File: src/logic/ipr_map.svh
// Purpose: Register indices, field positions, reset values and sizes of the priority interrupt controller.
// Assumes: Byte address of a register is four times its index.
// Notes:   Definitions only.
`ifndef IPR_MAP_SVH
`define IPR_MAP_SVH

`define IPR_NSRC          7
`define IPR_NINT          3
`define IPR_NEXT          4
`define IPR_AW            12

// Register indices.
`define IPR_IDX_CTRL      10'h000
`define IPR_IDX_GATE      10'h001
`define IPR_IDX_INSERV    10'h002
`define IPR_IDX_REQST     10'h003
`define IPR_IDX_MASK      10'h004
`define IPR_IDX_POLL      10'h005
`define IPR_IDX_SRC0      10'h010
`define IPR_IDX_RELOC     10'h0FE

// Source control fields.
`define IPR_F_RANK_LSB    0
`define IPR_F_BLOCK       3
`define IPR_F_LEVEL       4
`define IPR_F_CASC        5
`define IPR_F_SNEST       6

// Other fields.
`define IPR_F_POLL_MODE   0
`define IPR_F_SLAVE       14
`define IPR_F_POLL_VALID  15

// Reset values.
`define IPR_RST_RANK      3'h7
`define IPR_RST_GATE      3'h7
`define IPR_RST_RELOC     16'h0000
`define IPR_RST_CTRL      1'h0

// AXI responses.
`define IPR_RESP_OKAY     2'h0
`define IPR_RESP_SLVERR   2'h2

`endif

File: src/logic/ipr_pkg.sv
// Purpose: Types shared by the priority interrupt controller files.
// Assumes: ipr_map.svh is on the include path.
// Notes:   Constants live in the header, types live here.
`default_nettype none
`include "ipr_map.svh"

package ipr_pkg;

  typedef logic [2:0] ipr_rank_t;

  typedef struct packed {
    logic      special_nest_select;
    logic      cascade_select;
    logic      level_sense_select;
    logic      source_block_bit;
    ipr_rank_t urgency_rank;
  } ipr_cfg_s;

  typedef struct packed {
    logic [`IPR_NINT-1:0] req;
    logic [`IPR_NINT-1:0] en;
  } ipr_int_src_s;

  typedef struct packed {
    logic      valid;
    logic      cascade;
    logic [2:0] id;
  } ipr_grant_s;

endpackage : ipr_pkg
`default_nettype wire

File: src/logic/ipr_src.sv
// Purpose: One interrupt source channel: its control bits, pending latch and in-service bit.
// Assumes: req_in is already in the aclk domain.
// Notes:   A new request in the cycle of its clear keeps the pending bit set.
`timescale 1ns/1ps
`default_nettype none
`include "ipr_map.svh"

module ipr_src (
  input  wire logic             aclk,
  input  wire logic             aresetn,
  input  wire logic             wr_ctl,
  input  wire logic             wr_block,
  input  wire logic [7:0]       wdata,
  input  wire logic             req_in,
  input  wire logic             take,
  input  wire logic             clr_isr,
  output var  ipr_pkg::ipr_cfg_s cfg,
  output logic                  pending,
  output logic                  in_service
);
  import ipr_pkg::*;

  ipr_cfg_s cfg_q;
  logic     req_prev_q;
  logic     pend_q;
  logic     isr_q;
  wire      rise = req_in & ~req_prev_q;
  wire      pend_set = cfg_q.level_sense_select ? req_in : rise;

  always_ff @(posedge aclk) begin
    if (!aresetn) begin
      cfg_q.special_nest_select <= 1'b0;
      cfg_q.urgency_rank        <= `IPR_RST_RANK;
      cfg_q.level_sense_select  <= 1'b0;
      cfg_q.source_block_bit    <= 1'b1;
      cfg_q.cascade_select      <= 1'b0;
    end else if (wr_ctl) begin
      cfg_q.urgency_rank        <= wdata[`IPR_F_RANK_LSB +: 3];
      cfg_q.source_block_bit    <= wdata[`IPR_F_BLOCK];
      cfg_q.level_sense_select  <= wdata[`IPR_F_LEVEL];
      cfg_q.cascade_select      <= wdata[`IPR_F_CASC];
      cfg_q.special_nest_select <= wdata[`IPR_F_SNEST];
    end else if (wr_block) begin
      cfg_q.source_block_bit    <= wdata[0];
    end
  end

  // Edge mode latches a rising request; level mode follows the input.
  always_ff @(posedge aclk) begin
    if (!aresetn) begin
      req_prev_q <= 1'b0;
      pend_q     <= 1'b0;
      isr_q      <= 1'b0;
    end else begin
      req_prev_q <= req_in;
      if (pend_set)
        pend_q <= 1'b1;
      else if (take || cfg_q.level_sense_select)
        pend_q <= 1'b0;
      if (take)
        isr_q <= 1'b1;
      else if (clr_isr)
        isr_q <= 1'b0;
    end
  end

  assign cfg        = cfg_q;
  assign pending    = pend_q;
  assign in_service = isr_q;

endmodule : ipr_src
`default_nettype wire

File: src/logic/ipr_top.sv
// Purpose: Priority interrupt controller with an AXI4-Lite register slave.
// Assumes: aclk 200 MHz; int_src and intr_ack come from aclk logic; ext_int pins are asynchronous.
// Notes:   Registers are 16 bits wide in the low half of each 32-bit word.
//
// The AXI4-Lite register port and the register offsets are this design's own decisions.
`timescale 1ns/1ps
`default_nettype none
`include "ipr_map.svh"

module ipr_top (
  input  wire logic                   aclk,
  input  wire logic                   aresetn,
  input  wire logic [`IPR_AW-1:0]     s_axi_awaddr,
  input  wire logic                   s_axi_awvalid,
  output logic                        s_axi_awready,
  input  wire logic [31:0]            s_axi_wdata,
  input  wire logic [3:0]             s_axi_wstrb,
  input  wire logic                   s_axi_wvalid,
  output logic                        s_axi_wready,
  output logic [1:0]                  s_axi_bresp,
  output logic                        s_axi_bvalid,
  input  wire logic                   s_axi_bready,
  input  wire logic [`IPR_AW-1:0]     s_axi_araddr,
  input  wire logic                   s_axi_arvalid,
  output logic                        s_axi_arready,
  output logic [31:0]                 s_axi_rdata,
  output logic [1:0]                  s_axi_rresp,
  output logic                        s_axi_rvalid,
  input  wire logic                   s_axi_rready,
  input  wire ipr_pkg::ipr_int_src_s  int_src,
  input  wire logic [`IPR_NEXT-1:0]   ext_int,
  input  wire logic                   intr_ack,
  output logic                        intr_req,
  output logic [2:0]                  intr_id,
  output logic                        cascade_ack,
  output logic                        slave_mode
);
  import ipr_pkg::*;

  localparam int NS = `IPR_NSRC;

  logic [`IPR_NEXT-1:0] ext_s1_q;
  logic [`IPR_NEXT-1:0] ext_s2_q;
  logic                 poll_mode_q;
  ipr_rank_t            gate_q;
  logic [15:0]          reloc_q;
  ipr_grant_s           grant_q;
  logic                 cascade_ack_q;
  logic                 awready_q;
  logic                 bvalid_q;
  logic [1:0]           bresp_q;
  logic                 arready_q;
  logic                 rvalid_q;
  logic [31:0]          rdata_q;
  logic [1:0]           rresp_q;

  ipr_cfg_s             cfg [NS];
  logic [NS-1:0]        pend;
  logic [NS-1:0]        isr;
  logic [NS-1:0]        req_vec;
  logic [NS-1:0]        cand;
  logic [NS-1:0]        take;
  logic [NS-1:0]        wr_ctl;

  // Pin inputs pass two flip-flops before any logic reads them.
  always_ff @(posedge aclk) begin
    if (!aresetn) begin
      ext_s1_q <= '0;
      ext_s2_q <= '0;
    end else begin
      ext_s1_q <= ext_int;
      ext_s2_q <= ext_s1_q;
    end
  end

  wire slave = reloc_q[`IPR_F_SLAVE];

  // Slave mode serves only the internal sources; the pins belong to the master.
  assign req_vec = {ext_s2_q & {`IPR_NEXT{~slave}}, int_src.req & int_src.en};

  // Write channel: both address and data are taken in the same cycle.
  wire                 wr_go  = awready_q & s_axi_awvalid & s_axi_wvalid;
  wire [9:0]           widx   = s_axi_awaddr[11:2];
  wire [9:0]           wsrc   = widx - `IPR_IDX_SRC0;
  wire                 w_src  = (widx >= `IPR_IDX_SRC0) && (wsrc < 10'(NS));
  wire                 w_hit  = w_src || widx <= `IPR_IDX_POLL || widx == `IPR_IDX_RELOC;
  wire                 wb0    = wr_go & s_axi_wstrb[0];
  wire                 wb1    = wr_go & s_axi_wstrb[1];
  wire                 wr_blk = wb0 && widx == `IPR_IDX_MASK;
  wire                 eoi    = wb0 && widx == `IPR_IDX_INSERV;
  wire [7:0]           wd0    = s_axi_wdata[7:0];

  // Source channels.
  genvar g;
  generate
    for (g = 0; g < NS; g++) begin : g_src
      assign wr_ctl[g] = wb0 && w_src && wsrc == 10'(g);
      assign take[g]   = intr_ack && grant_q.valid && grant_q.id == 3'(g);
      ipr_src u_src (
        .aclk       (aclk),
        .aresetn    (aresetn),
        .wr_ctl     (wr_ctl[g]),
        .wr_block   (wr_blk),
        .wdata      (wr_blk ? {7'h00, wd0[g]} : wd0),
        .req_in     (req_vec[g]),
        .take       (take[g]),
        .clr_isr    (eoi & wd0[g]),
        .cfg        (cfg[g]),
        .pending    (pend[g]),
        .in_service (isr[g])
      );
    end
  endgenerate

  // Most urgent in-service level, then the most urgent eligible request.
  ipr_rank_t isr_min;
  logic      isr_any;
  logic      best_ok;
  logic [2:0] best_id;
  ipr_rank_t best_rank;
  always_comb begin
    isr_min   = 3'h7;
    isr_any   = 1'b0;
    best_ok   = 1'b0;
    best_id   = 3'h0;
    best_rank = 3'h7;
    for (int i = 0; i < NS; i++) begin
      if (isr[i] && (!isr_any || cfg[i].urgency_rank < isr_min)) begin
        isr_min = cfg[i].urgency_rank;
        isr_any = 1'b1;
      end
    end
    for (int i = 0; i < NS; i++) begin
      cand[i] = pend[i] && !cfg[i].source_block_bit
             && cfg[i].urgency_rank <= gate_q
             && (!isr_any || cfg[i].urgency_rank < isr_min
                 || (cfg[i].special_nest_select && cfg[i].urgency_rank == isr_min));
      if (cand[i] && (!best_ok || cfg[i].urgency_rank < best_rank)) begin
        best_ok   = 1'b1;
        best_id   = 3'(i);
        best_rank = cfg[i].urgency_rank;
      end
    end
  end

  // The grant is reloaded with the current winner every cycle; an acknowledge takes it and the next winner follows a cycle later.
  wire ack_now = intr_ack & grant_q.valid;
  always_ff @(posedge aclk) begin
    if (!aresetn) begin
      grant_q       <= '0;
      cascade_ack_q <= 1'b0;
    end else begin
      cascade_ack_q <= ack_now & grant_q.cascade & ~slave;
      if (ack_now)
        grant_q.valid <= 1'b0;
      else begin
        grant_q.valid   <= best_ok;
        grant_q.id      <= best_id;
        grant_q.cascade <= cfg[best_id].cascade_select;
      end
    end
  end

  // Control, level gate and relocation registers.
  always_ff @(posedge aclk) begin
    if (!aresetn) begin
      poll_mode_q <= `IPR_RST_CTRL;
      gate_q      <= `IPR_RST_GATE;
      reloc_q     <= `IPR_RST_RELOC;
    end else begin
      if (wb0 && widx == `IPR_IDX_CTRL)
        poll_mode_q <= wd0[`IPR_F_POLL_MODE];
      if (wb0 && widx == `IPR_IDX_GATE)
        gate_q <= wd0[2:0];
      if (wb0 && widx == `IPR_IDX_RELOC)
        reloc_q[7:0] <= wd0;
      if (wb1 && widx == `IPR_IDX_RELOC)
        reloc_q[15:8] <= s_axi_wdata[15:8];
    end
  end

  // Write handshake: ready for one cycle, response one cycle later.
  always_ff @(posedge aclk) begin
    if (!aresetn) begin
      awready_q <= 1'b0;
      bvalid_q  <= 1'b0;
      bresp_q   <= `IPR_RESP_OKAY;
    end else begin
      awready_q <= s_axi_awvalid & s_axi_wvalid & ~awready_q & ~bvalid_q;
      if (wr_go) begin
        bvalid_q <= 1'b1;
        bresp_q  <= w_hit ? `IPR_RESP_OKAY : `IPR_RESP_SLVERR;
      end else if (s_axi_bready)
        bvalid_q <= 1'b0;
    end
  end

  // Read decode.
  wire [9:0]  ridx  = s_axi_araddr[11:2];
  wire [9:0]  rsrc  = ridx - `IPR_IDX_SRC0;
  wire        r_src = (ridx >= `IPR_IDX_SRC0) && (rsrc < 10'(NS));
  wire        r_hit = r_src || ridx <= `IPR_IDX_POLL || ridx == `IPR_IDX_RELOC;
  wire        rd_go = arready_q & s_axi_arvalid;
  logic [15:0] rmux;
  logic [NS-1:0] blk_vec;
  always_comb begin
    for (int i = 0; i < NS; i++)
      blk_vec[i] = cfg[i].source_block_bit;
  end
  wire [15:0] poll_word = {grant_q.valid, 12'h000, grant_q.id};
  wire [15:0] src_word  = r_src ? {9'h000, cfg[rsrc[2:0]]} : 16'h0000;
  assign rmux = (ridx == `IPR_IDX_CTRL)   ? {15'h0000, poll_mode_q} :
                (ridx == `IPR_IDX_GATE)   ? {13'h0000, gate_q} :
                (ridx == `IPR_IDX_INSERV) ? {9'h000, isr} :
                (ridx == `IPR_IDX_REQST)  ? {9'h000, pend} :
                (ridx == `IPR_IDX_MASK)   ? {9'h000, blk_vec} :
                (ridx == `IPR_IDX_POLL)   ? poll_word :
                (ridx == `IPR_IDX_RELOC)  ? reloc_q : src_word;

  always_ff @(posedge aclk) begin
    if (!aresetn) begin
      arready_q <= 1'b0;
      rvalid_q  <= 1'b0;
      rdata_q   <= 32'h0000_0000;
      rresp_q   <= `IPR_RESP_OKAY;
    end else begin
      arready_q <= s_axi_arvalid & ~arready_q & ~rvalid_q;
      if (rd_go) begin
        rvalid_q <= 1'b1;
        rdata_q  <= {16'h0000, r_hit ? rmux : 16'h0000};
        rresp_q  <= r_hit ? `IPR_RESP_OKAY : `IPR_RESP_SLVERR;
      end else if (s_axi_rready)
        rvalid_q <= 1'b0;
    end
  end

  // Core request line; in poll mode software reads the winner instead.
  logic intr_req_q;
  logic [2:0] intr_id_q;
  logic slave_q;
  always_ff @(posedge aclk) begin
    if (!aresetn) begin
      intr_req_q <= 1'b0;
      intr_id_q  <= 3'h0;
      slave_q    <= 1'b0;
    end else begin
      intr_req_q <= best_ok & ~poll_mode_q & ~ack_now;
      intr_id_q  <= best_id;
      slave_q    <= slave;
    end
  end

  assign s_axi_awready = awready_q;
  assign s_axi_wready  = awready_q;
  assign s_axi_bvalid  = bvalid_q;
  assign s_axi_bresp   = bresp_q;
  assign s_axi_arready = arready_q;
  assign s_axi_rvalid  = rvalid_q;
  assign s_axi_rdata   = rdata_q;
  assign s_axi_rresp   = rresp_q;
  assign intr_req      = intr_req_q;
  assign intr_id       = intr_id_q;
  assign cascade_ack   = cascade_ack_q;
  assign slave_mode    = slave_q;

endmodule : ipr_top
`default_nettype wire

File: config.mk
export PLATFORM = sky130hd
export DESIGN_NAME = ipr_top
export DESIGN_NICKNAME = d
export VERILOG_FILES = /design/src/logic/ipr_pkg.sv /design/src/logic/ipr_src.sv /design/src/logic/ipr_top.sv
export VERILOG_INCLUDE_DIRS = /design/src /design/src/logic
export SDC_FILE = /design/constraint.sdc
export NUM_CORES = 1
export LEC_CHECK = 0
export BUFFER_PORTS_ARGS = -buffer_cell sky130_fd_sc_hd__clkbuf_2
export CAP_MARGIN = 15
export CORE_UTILIZATION = 50
export DETAILED_ROUTE_END_ITERATION = 10
export GPL_TIMING_DRIVEN = 0
export PLACE_DENSITY = 0.82
export SLEW_MARGIN = 30
export SYNTH_ARGS = -nofsm -noshare
export SYNTH_HDL_FRONTEND = slang
export SYNTH_HIERARCHICAL = 1
export SYNTH_SLANG_ARGS = --single-unit
File: constraint.sdc
create_clock -name aclk -period 15.64 [get_ports aclk]
set_input_delay 3.128 -clock aclk [delete_from_list [all_inputs] [get_ports aclk]]
set_output_delay 3.128 -clock aclk [all_outputs]
set_load 0.02 [all_outputs]
# [After elaboration in Yosys (flattened, before gate mapping)]
# Cells that the tools add are included.
[op_classes] reduce_logical=149 n_lt_le_gt_ge=34 n_bitwise=48 mux=110 eq_ne=29 n_addsub=2
[ops] operator="2-to-1 mux 16 bit" count=8
[ops] operator="2-to-1 mux 7 bit" count=10
[ops] operator="2-to-1 mux 1 bit" count=68
[ops] operator="logical AND 1 bit" count=64
[ops] operator="equality test 10 x 3 -> 1 bit, second input constant" count=6
[ops] operator="less-than comparator 3 bit" count=19
[ops] operator="2-to-1 mux 3 bit" count=18
[ops] operator="equality test 10 x 2 -> 1 bit, second input constant" count=5
[ops] operator="nonzero test 2 bit" count=23
[ops] operator="binary-select mux 7 bit (select 3 bit)" count=2
[ops] operator="logical OR 1 bit" count=37
[ops] operator="equality test 10 x 1 -> 1 bit, second input constant" count=3
[ops] operator="zero test 10 bit" count=3
[ops] operator="AND 1 bit" count=29
[ops] operator="equality test 3 bit" count=7
[ops] operator="less-or-equal comparator 3 bit" count=7
[ops] operator="equality test 10 x 8 -> 1 bit, second input constant" count=2
[ops] operator=">= comparator 10 x 5 -> 1 bit, second input constant" count=2
[ops] operator="less-or-equal comparator 10 x 3 -> 1 bit, second input constant" count=2
[ops] operator="zero test 1 bit" count=20
[ops] operator="less-than comparator 10 x 3 -> 1 bit, second input constant" count=2
[ops] operator="subtractor 10 x 5 -> 10 bit, second input constant" count=2
[ops] operator="inverter 1 bit" count=15
[ops] operator="2-to-1 mux 6 bit" count=2
[ops] operator="other kinds (10)" count=16
[totals] reg_bits=133 elab_cells=448 output_inout_bits=47

# [Depth between registers and ports, before layout]
[depth] depth_word=58 mapped_depth=91

# [Modules after synthesis]
# The synthesis kept the hierarchy.
[modules_own_cells] module="ipr_top" cells_per_inst=888 instances=1 area_each_um2=6715.2
[modules_own_cells] module="ipr_src" cells_per_inst=35 instances=7 area_each_um2=375.4

# [Worst setup path before layout]
# No wires, ideal clock.
[synth_path] path_type="reg2reg" startpoint="register g_src[0].u_src.cfg_q (netlist bit g_src[0].u_src/cfg[2])" endpoint="register grant_q[3] (netlist name)" stages_incl_launch_ff=83 n_path_buf=0 t_required_ns=15.553 path_slack_ns=0.832 setup_time_ns=0.087 arrival_ns=14.721 synth_period_minus_slack_ns=14.808 cell_sequence="dfxtp_1 > and3b_1 > a2111oi_0 > a31o_1 > o31a_1 > nor2_1 > a21oi_1 > ha_1 > nand2_1 > nor2_1 > mux2i_1 > nor2_1 > o21ai_0 > o31a_1 > inv_1 > ha_1 > nand2_1 > o31ai_1 > [47 not listed] > ha_1 > nand2_1 > o311ai_2 > a31oi_1 > mux2i_1 > ha_1 > a21oi_1 > a21o_1 > o311a_4 > mux2_2 > ha_1 > a211oi_1 > o211ai_1 > nor4_1 > a211oi_2 > o2111ai_1 > a31oi_1 > o31ai_1"
[synth_between] elab_chain_len=58
[synth_lines] item="start, declared" line_no="ipr_src.sv:23" source="ipr_cfg_s cfg_q;"
[synth_lines] item="2-to-1 mux 3 bit" line_no="ipr_top.sv:128" source="if (isr[i] && (!isr_any || cfg[i].urgency_rank < isr_min)) begin"
[synth_lines] item="less-than comparator 3 bit" line_no="ipr_top.sv:128"
[synth_lines] item="logical OR 1 bit" line_no="ipr_top.sv:128"
[synth_lines] item="logical AND 1 bit" line_no="ipr_top.sv:128"
[synth_lines] item="2-to-1 mux 3 bit or 2-to-1 mux 1 bit (tied branches)" line_no="ipr_top.sv:128"
[synth_lines] item="less-than comparator 3 bit or zero test 1 bit (tied branches)" line_no="ipr_top.sv:128"
[synth_lines] item="logical OR 1 bit" line_no="ipr_top.sv:128"
[synth_lines] item="logical AND 1 bit" line_no="ipr_top.sv:128"
[synth_lines] item="[41 not listed]"
[synth_lines] item="2-to-1 mux 3 bit or 2-to-1 mux 1 bit (tied branches)" line_no="ipr_top.sv:138" source="if (cand[i] && (!best_ok || cfg[i].urgency_rank < best_rank)) begin"
[synth_lines] item="less-than comparator 3 bit or zero test 1 bit (tied branches)" line_no="ipr_top.sv:138"
[synth_lines] item="logical OR 1 bit" line_no="ipr_top.sv:138"
[synth_lines] item="logical AND 1 bit" line_no="ipr_top.sv:138"
[synth_lines] item="2-to-1 mux 3 bit (*)" line_no="ipr_top.sv:138"
[synth_lines] item="inverter 3 -> 4 bit (not written as such) (*)" line_no="ipr_top.sv:159" source="grant_q.cascade <= cfg[best_id].cascade_select;"
[synth_lines] item="binary-select mux 7 bit (select 3 bit) (*)" line_no="ipr_top.sv:159"
[synth_lines] item="2-to-1 mux 6 bit (not written as such) (*) (2 in series)" line_no="ipr_top.sv:159"
[synth_lines] item="end, declared" line_no="ipr_top.sv:47" source="ipr_grant_s grant_q;"
# Every way passes the cells marked *; elsewhere a longest branch is shown, timed or not. The select of a mux whose other input is x is not followed.
# A chain may end at the register's enable or synchronous reset.

# [Final worst setup path]
[layout_path] startpoint="register g_src[1].u_src.isr_q" endpoint="register grant_q[3] (netlist name)"
[layout_between] elab_chain_len=55
[layout_lines] item="start, declared" line_no="ipr_src.sv:26" source="logic isr_q;"
[layout_lines] item="start signal, assigned" line_no="ipr_src.sv:53" source="isr_q <= 1'b0;"
[layout_lines] item="start signal, assigned" line_no="ipr_src.sv:61" source="isr_q <= 1'b1;"
[layout_lines] item="start signal, assigned" line_no="ipr_src.sv:63" source="isr_q <= 1'b0;"
[layout_lines] item="logical AND 1 bit (*)" line_no="ipr_top.sv:128"
[layout_lines] item="2-to-1 mux 3 bit or 2-to-1 mux 1 bit (tied branches)" line_no="ipr_top.sv:128"
[layout_lines] item="less-than comparator 3 bit or zero test 1 bit (tied branches)" line_no="ipr_top.sv:128"
[layout_lines] item="logical OR 1 bit" line_no="ipr_top.sv:128"
[layout_lines] item="logical AND 1 bit" line_no="ipr_top.sv:128"
[layout_lines] item="2-to-1 mux 3 bit or 2-to-1 mux 1 bit (tied branches)" line_no="ipr_top.sv:128"
[layout_lines] item="less-than comparator 3 bit or zero test 1 bit (tied branches)" line_no="ipr_top.sv:128"
[layout_lines] item="logical OR 1 bit" line_no="ipr_top.sv:128"
[layout_lines] item="[38 not listed]"
[layout_lines] item="2-to-1 mux 3 bit or 2-to-1 mux 1 bit (tied branches)" line_no="ipr_top.sv:138"
[layout_lines] item="less-than comparator 3 bit or zero test 1 bit (tied branches)" line_no="ipr_top.sv:138"
[layout_lines] item="logical OR 1 bit" line_no="ipr_top.sv:138"
[layout_lines] item="logical AND 1 bit" line_no="ipr_top.sv:138"
[layout_lines] item="2-to-1 mux 3 bit (*)" line_no="ipr_top.sv:138"
[layout_lines] item="inverter 3 -> 4 bit (not written as such) (*)" line_no="ipr_top.sv:159"
[layout_lines] item="binary-select mux 7 bit (select 3 bit) (*)" line_no="ipr_top.sv:159"
[layout_lines] item="2-to-1 mux 6 bit (not written as such) (*) (2 in series)" line_no="ipr_top.sv:159"
# Marked as above.

==> results.cfg <==
[floorplan]
die_area_mm2 = 0.0192
num_rows = 49
die_w_um = 139
dieHeight_um = 139
start_util_pct = 51.4
core_mm2 = 0.0181
ioPinCount = 125

[detailed_routing]
via_per_inst = 6.22
drt_iter0_markers = 936
antenna_left = 0
wl_per_cell_um = 20.3
vias = 9548
routed_wl_mm = 31.2
first_pass_iters = 10
drc_errors = 4

[cells_and_area]
nNetsFinal = 1419
drive_gt1_share_pct = 23.4
finalCoreUtilization_pct = 63.3
area_delta_synth_final_pct = 23.0
n_fill_cell = 1492
n_antenna_cell = 0

[worst_hold_path]
hold_class = flip-flop to flip-flop
min-delay-start = ext_s1_q[1]

[setup_path]
cp_data_required_time_ns = 15.97
cp_num_buf_inv = 9
path_class = flip-flop to flip-flop
critPathSlowestCell = a2111o_1
reg2reg_from = g_src[1].u_src/in_service
cp-start-kind = flip-flop
max_stage_delay_ns = 0.41
endpoint_kind = flip-flop
crit_family = compound AO/OA/AOI/OAI gates
cp-startpoint = g_src[1].u_src/in_service
worstPathArrival_ns = 15.49
cp_max_fo = 8

[clock_network]
clock_latency_ns = 0.42
cts_max_level = 4
tritoncts = done
hold_buffers = 0
clock-sinks = 131
cts_made_buffers = 17
clkTransAtPathRegs_ns = 0.06
root_buffer = clkbuf_16
clockBufferDepth = 2

[grt]
antenna_found_initial = 0
grt_pass1_vias = 9021
track_usage_pct = 31.0
grt_pass1_wl_mm = 47.1
grt_max_degree = 17
grt_overflow = 0

[run]
maxCapViolCount = 0

[run_status]
status = finished, violations left
violations = DRC

[timing]
clock.fmax_ghz = 0.0660
hold_violations = 0
period_share_pct = 96.9
setup_tns_ns = 0
finClkSkew_ns = 0.00619
relSlewSlack_pct = 31.2
drv_slew = 0
tightest_slew_ns = 1.03
setup_viol = 0
min_period_ns = 15.16

[power]
p_total_mw = 0.800
p_leak_nw = 4.67
powerDensity_mw_per_mm2 = 69.7
vdd_drop_max_v = 0.0000799

[synth]
synth_area_mm2 = 0.00934
yosysWarnings = 6
syn_inst = 1132
avgSynthCellArea_um2 = 8.25

[placed_design]
numPortBuffers = 83
place.gp.congestion = 0.981
dp_hpwl_mm = 22.2
## routing by layer
metal	part of all wire, %	wire length, um	GRT usage (%)	vias to the layer above
met1	38	11900	36.7	4440
li1	-	-	-	4387
met2	47	14800	52.9	578
met3	8.8	2740	5.66	143
met5	0	0	0	-
met4	5.4	1700	18.0	0
## placed cells by master, fill, tap and decap left out, types with 8 or more instances in the layout
cell type / instances
dfxtp_1: 123
nand4_1: 13
nand3_1: 33
a31oi_1: 13
a21boi_0: 25
o21a_1: 10
nand2_1: 123
a21o_1: 14
nand2b_1: 16
clkbuf_1: 23
inv_1: 55
mux2_4: 10
ha_1: 39
mux2i_1: 79
clkbuf_2: 83
and2_1: 41
clkbuf_16: 17
o211ai_1: 17
buf_2: 9
nor3_1: 14
buf_4: 67
a211oi_1: 8
nor2b_1: 65
conb_1: 18
o21ai_0: 30
a21oi_1: 46
nor2_1: 72
## path summary, 6_finish.rpt
path,slack (ns),depth (start not counted),end
max,0.48,88,grant_q[3]
min,0.43,1,ext_s2_q[1]
max reg2reg,0.48,88,grant_q[3]
min reg2reg,0.43,1,ext_s2_q[1]
## flip-flops by register name, indices dropped and copies added, names as in the netlist
| signal | count |
|---|---|
| g_src.u_src/cfg | 49 |
| reloc_q | 16 |
| s_axi_rdata | 16 |
| g_src.u_src/in_service | 7 |
| g_src.u_src/pending | 7 |
| g_src.u_src/req_prev_q | 7 |
| grant_q | 5 |
| ext_s1_q | 4 |
| ext_s2_q | 4 |
| gate_q | 3 |
| intr_id | 3 |
| cascade_ack | 1 |
| intr_req | 1 |
| poll_mode_q | 1 |
| s_axi_arready | 1 |
| s_axi_awready | 1 |
| s_axi_bresp | 1 |
| s_axi_bvalid | 1 |
| s_axi_rresp | 1 |
| s_axi_rvalid | 1 |
| slave_mode | 1 |
## report_power, final
group / internal (mW) / switching, mW / total [mW]
combinational: 0.0190 / 0.0300 / 0.0490
clock: 0.267 / 0.146 / 0.413
sequential: 0.336 / 0.00242 / 0.339
total: 0.622 / 0.178 / 0.800
## metrics by stage
step                area, um^2  hold WS [ns]  worst slack [ns]  instances
floorplan                 9400         0.405             0.832       1149
global placement         10100         0.414             -2.39       1461
detailed placement       10100         0.417             -2.55       1461
CTS                      11000         0.431           0.00577       1505
global route             11500         0.457            -0.297       1534
finish                   11500         0.431             0.481       1534
## worst register-to-register path: cells and delay by family (launching register included)
family | cells | cell delay [ns]
AOI/OAI and AO/OA | 39 | 6.46
adders and majority gates | 12 | 3.42
and+or+nand+nor | 23 | 2.75
muxes | 5 | 1.23
buffers and inverters | 9 | 0.82
DFF | 1 | 0.36
## area by class of cell
cell class / count / area [um^2] / area share, %
Multi-Input combinational cell: 895 / 6590 / 57.4
Sequential cell: 131 / 2640 / 23.0
Timing Repair Buffer: 126 / 754 / 6.57
Clock buffer: 23 / 488 / 4.25
Buffer: 63 / 372 / 3.24
Tap cell: 229 / 287 / 2.49
Inverter: 59 / 225 / 1.96
Clock inverter: 8 / 125 / 1.09
## timing repair
action	in CTS	in global routing
buffers inserted	14	29
endpoints found under the setup margin	7	7
gates resized for setup	41	59
pin swaps	14	37
Note: power is estimated with default switching activity, not from simulation.
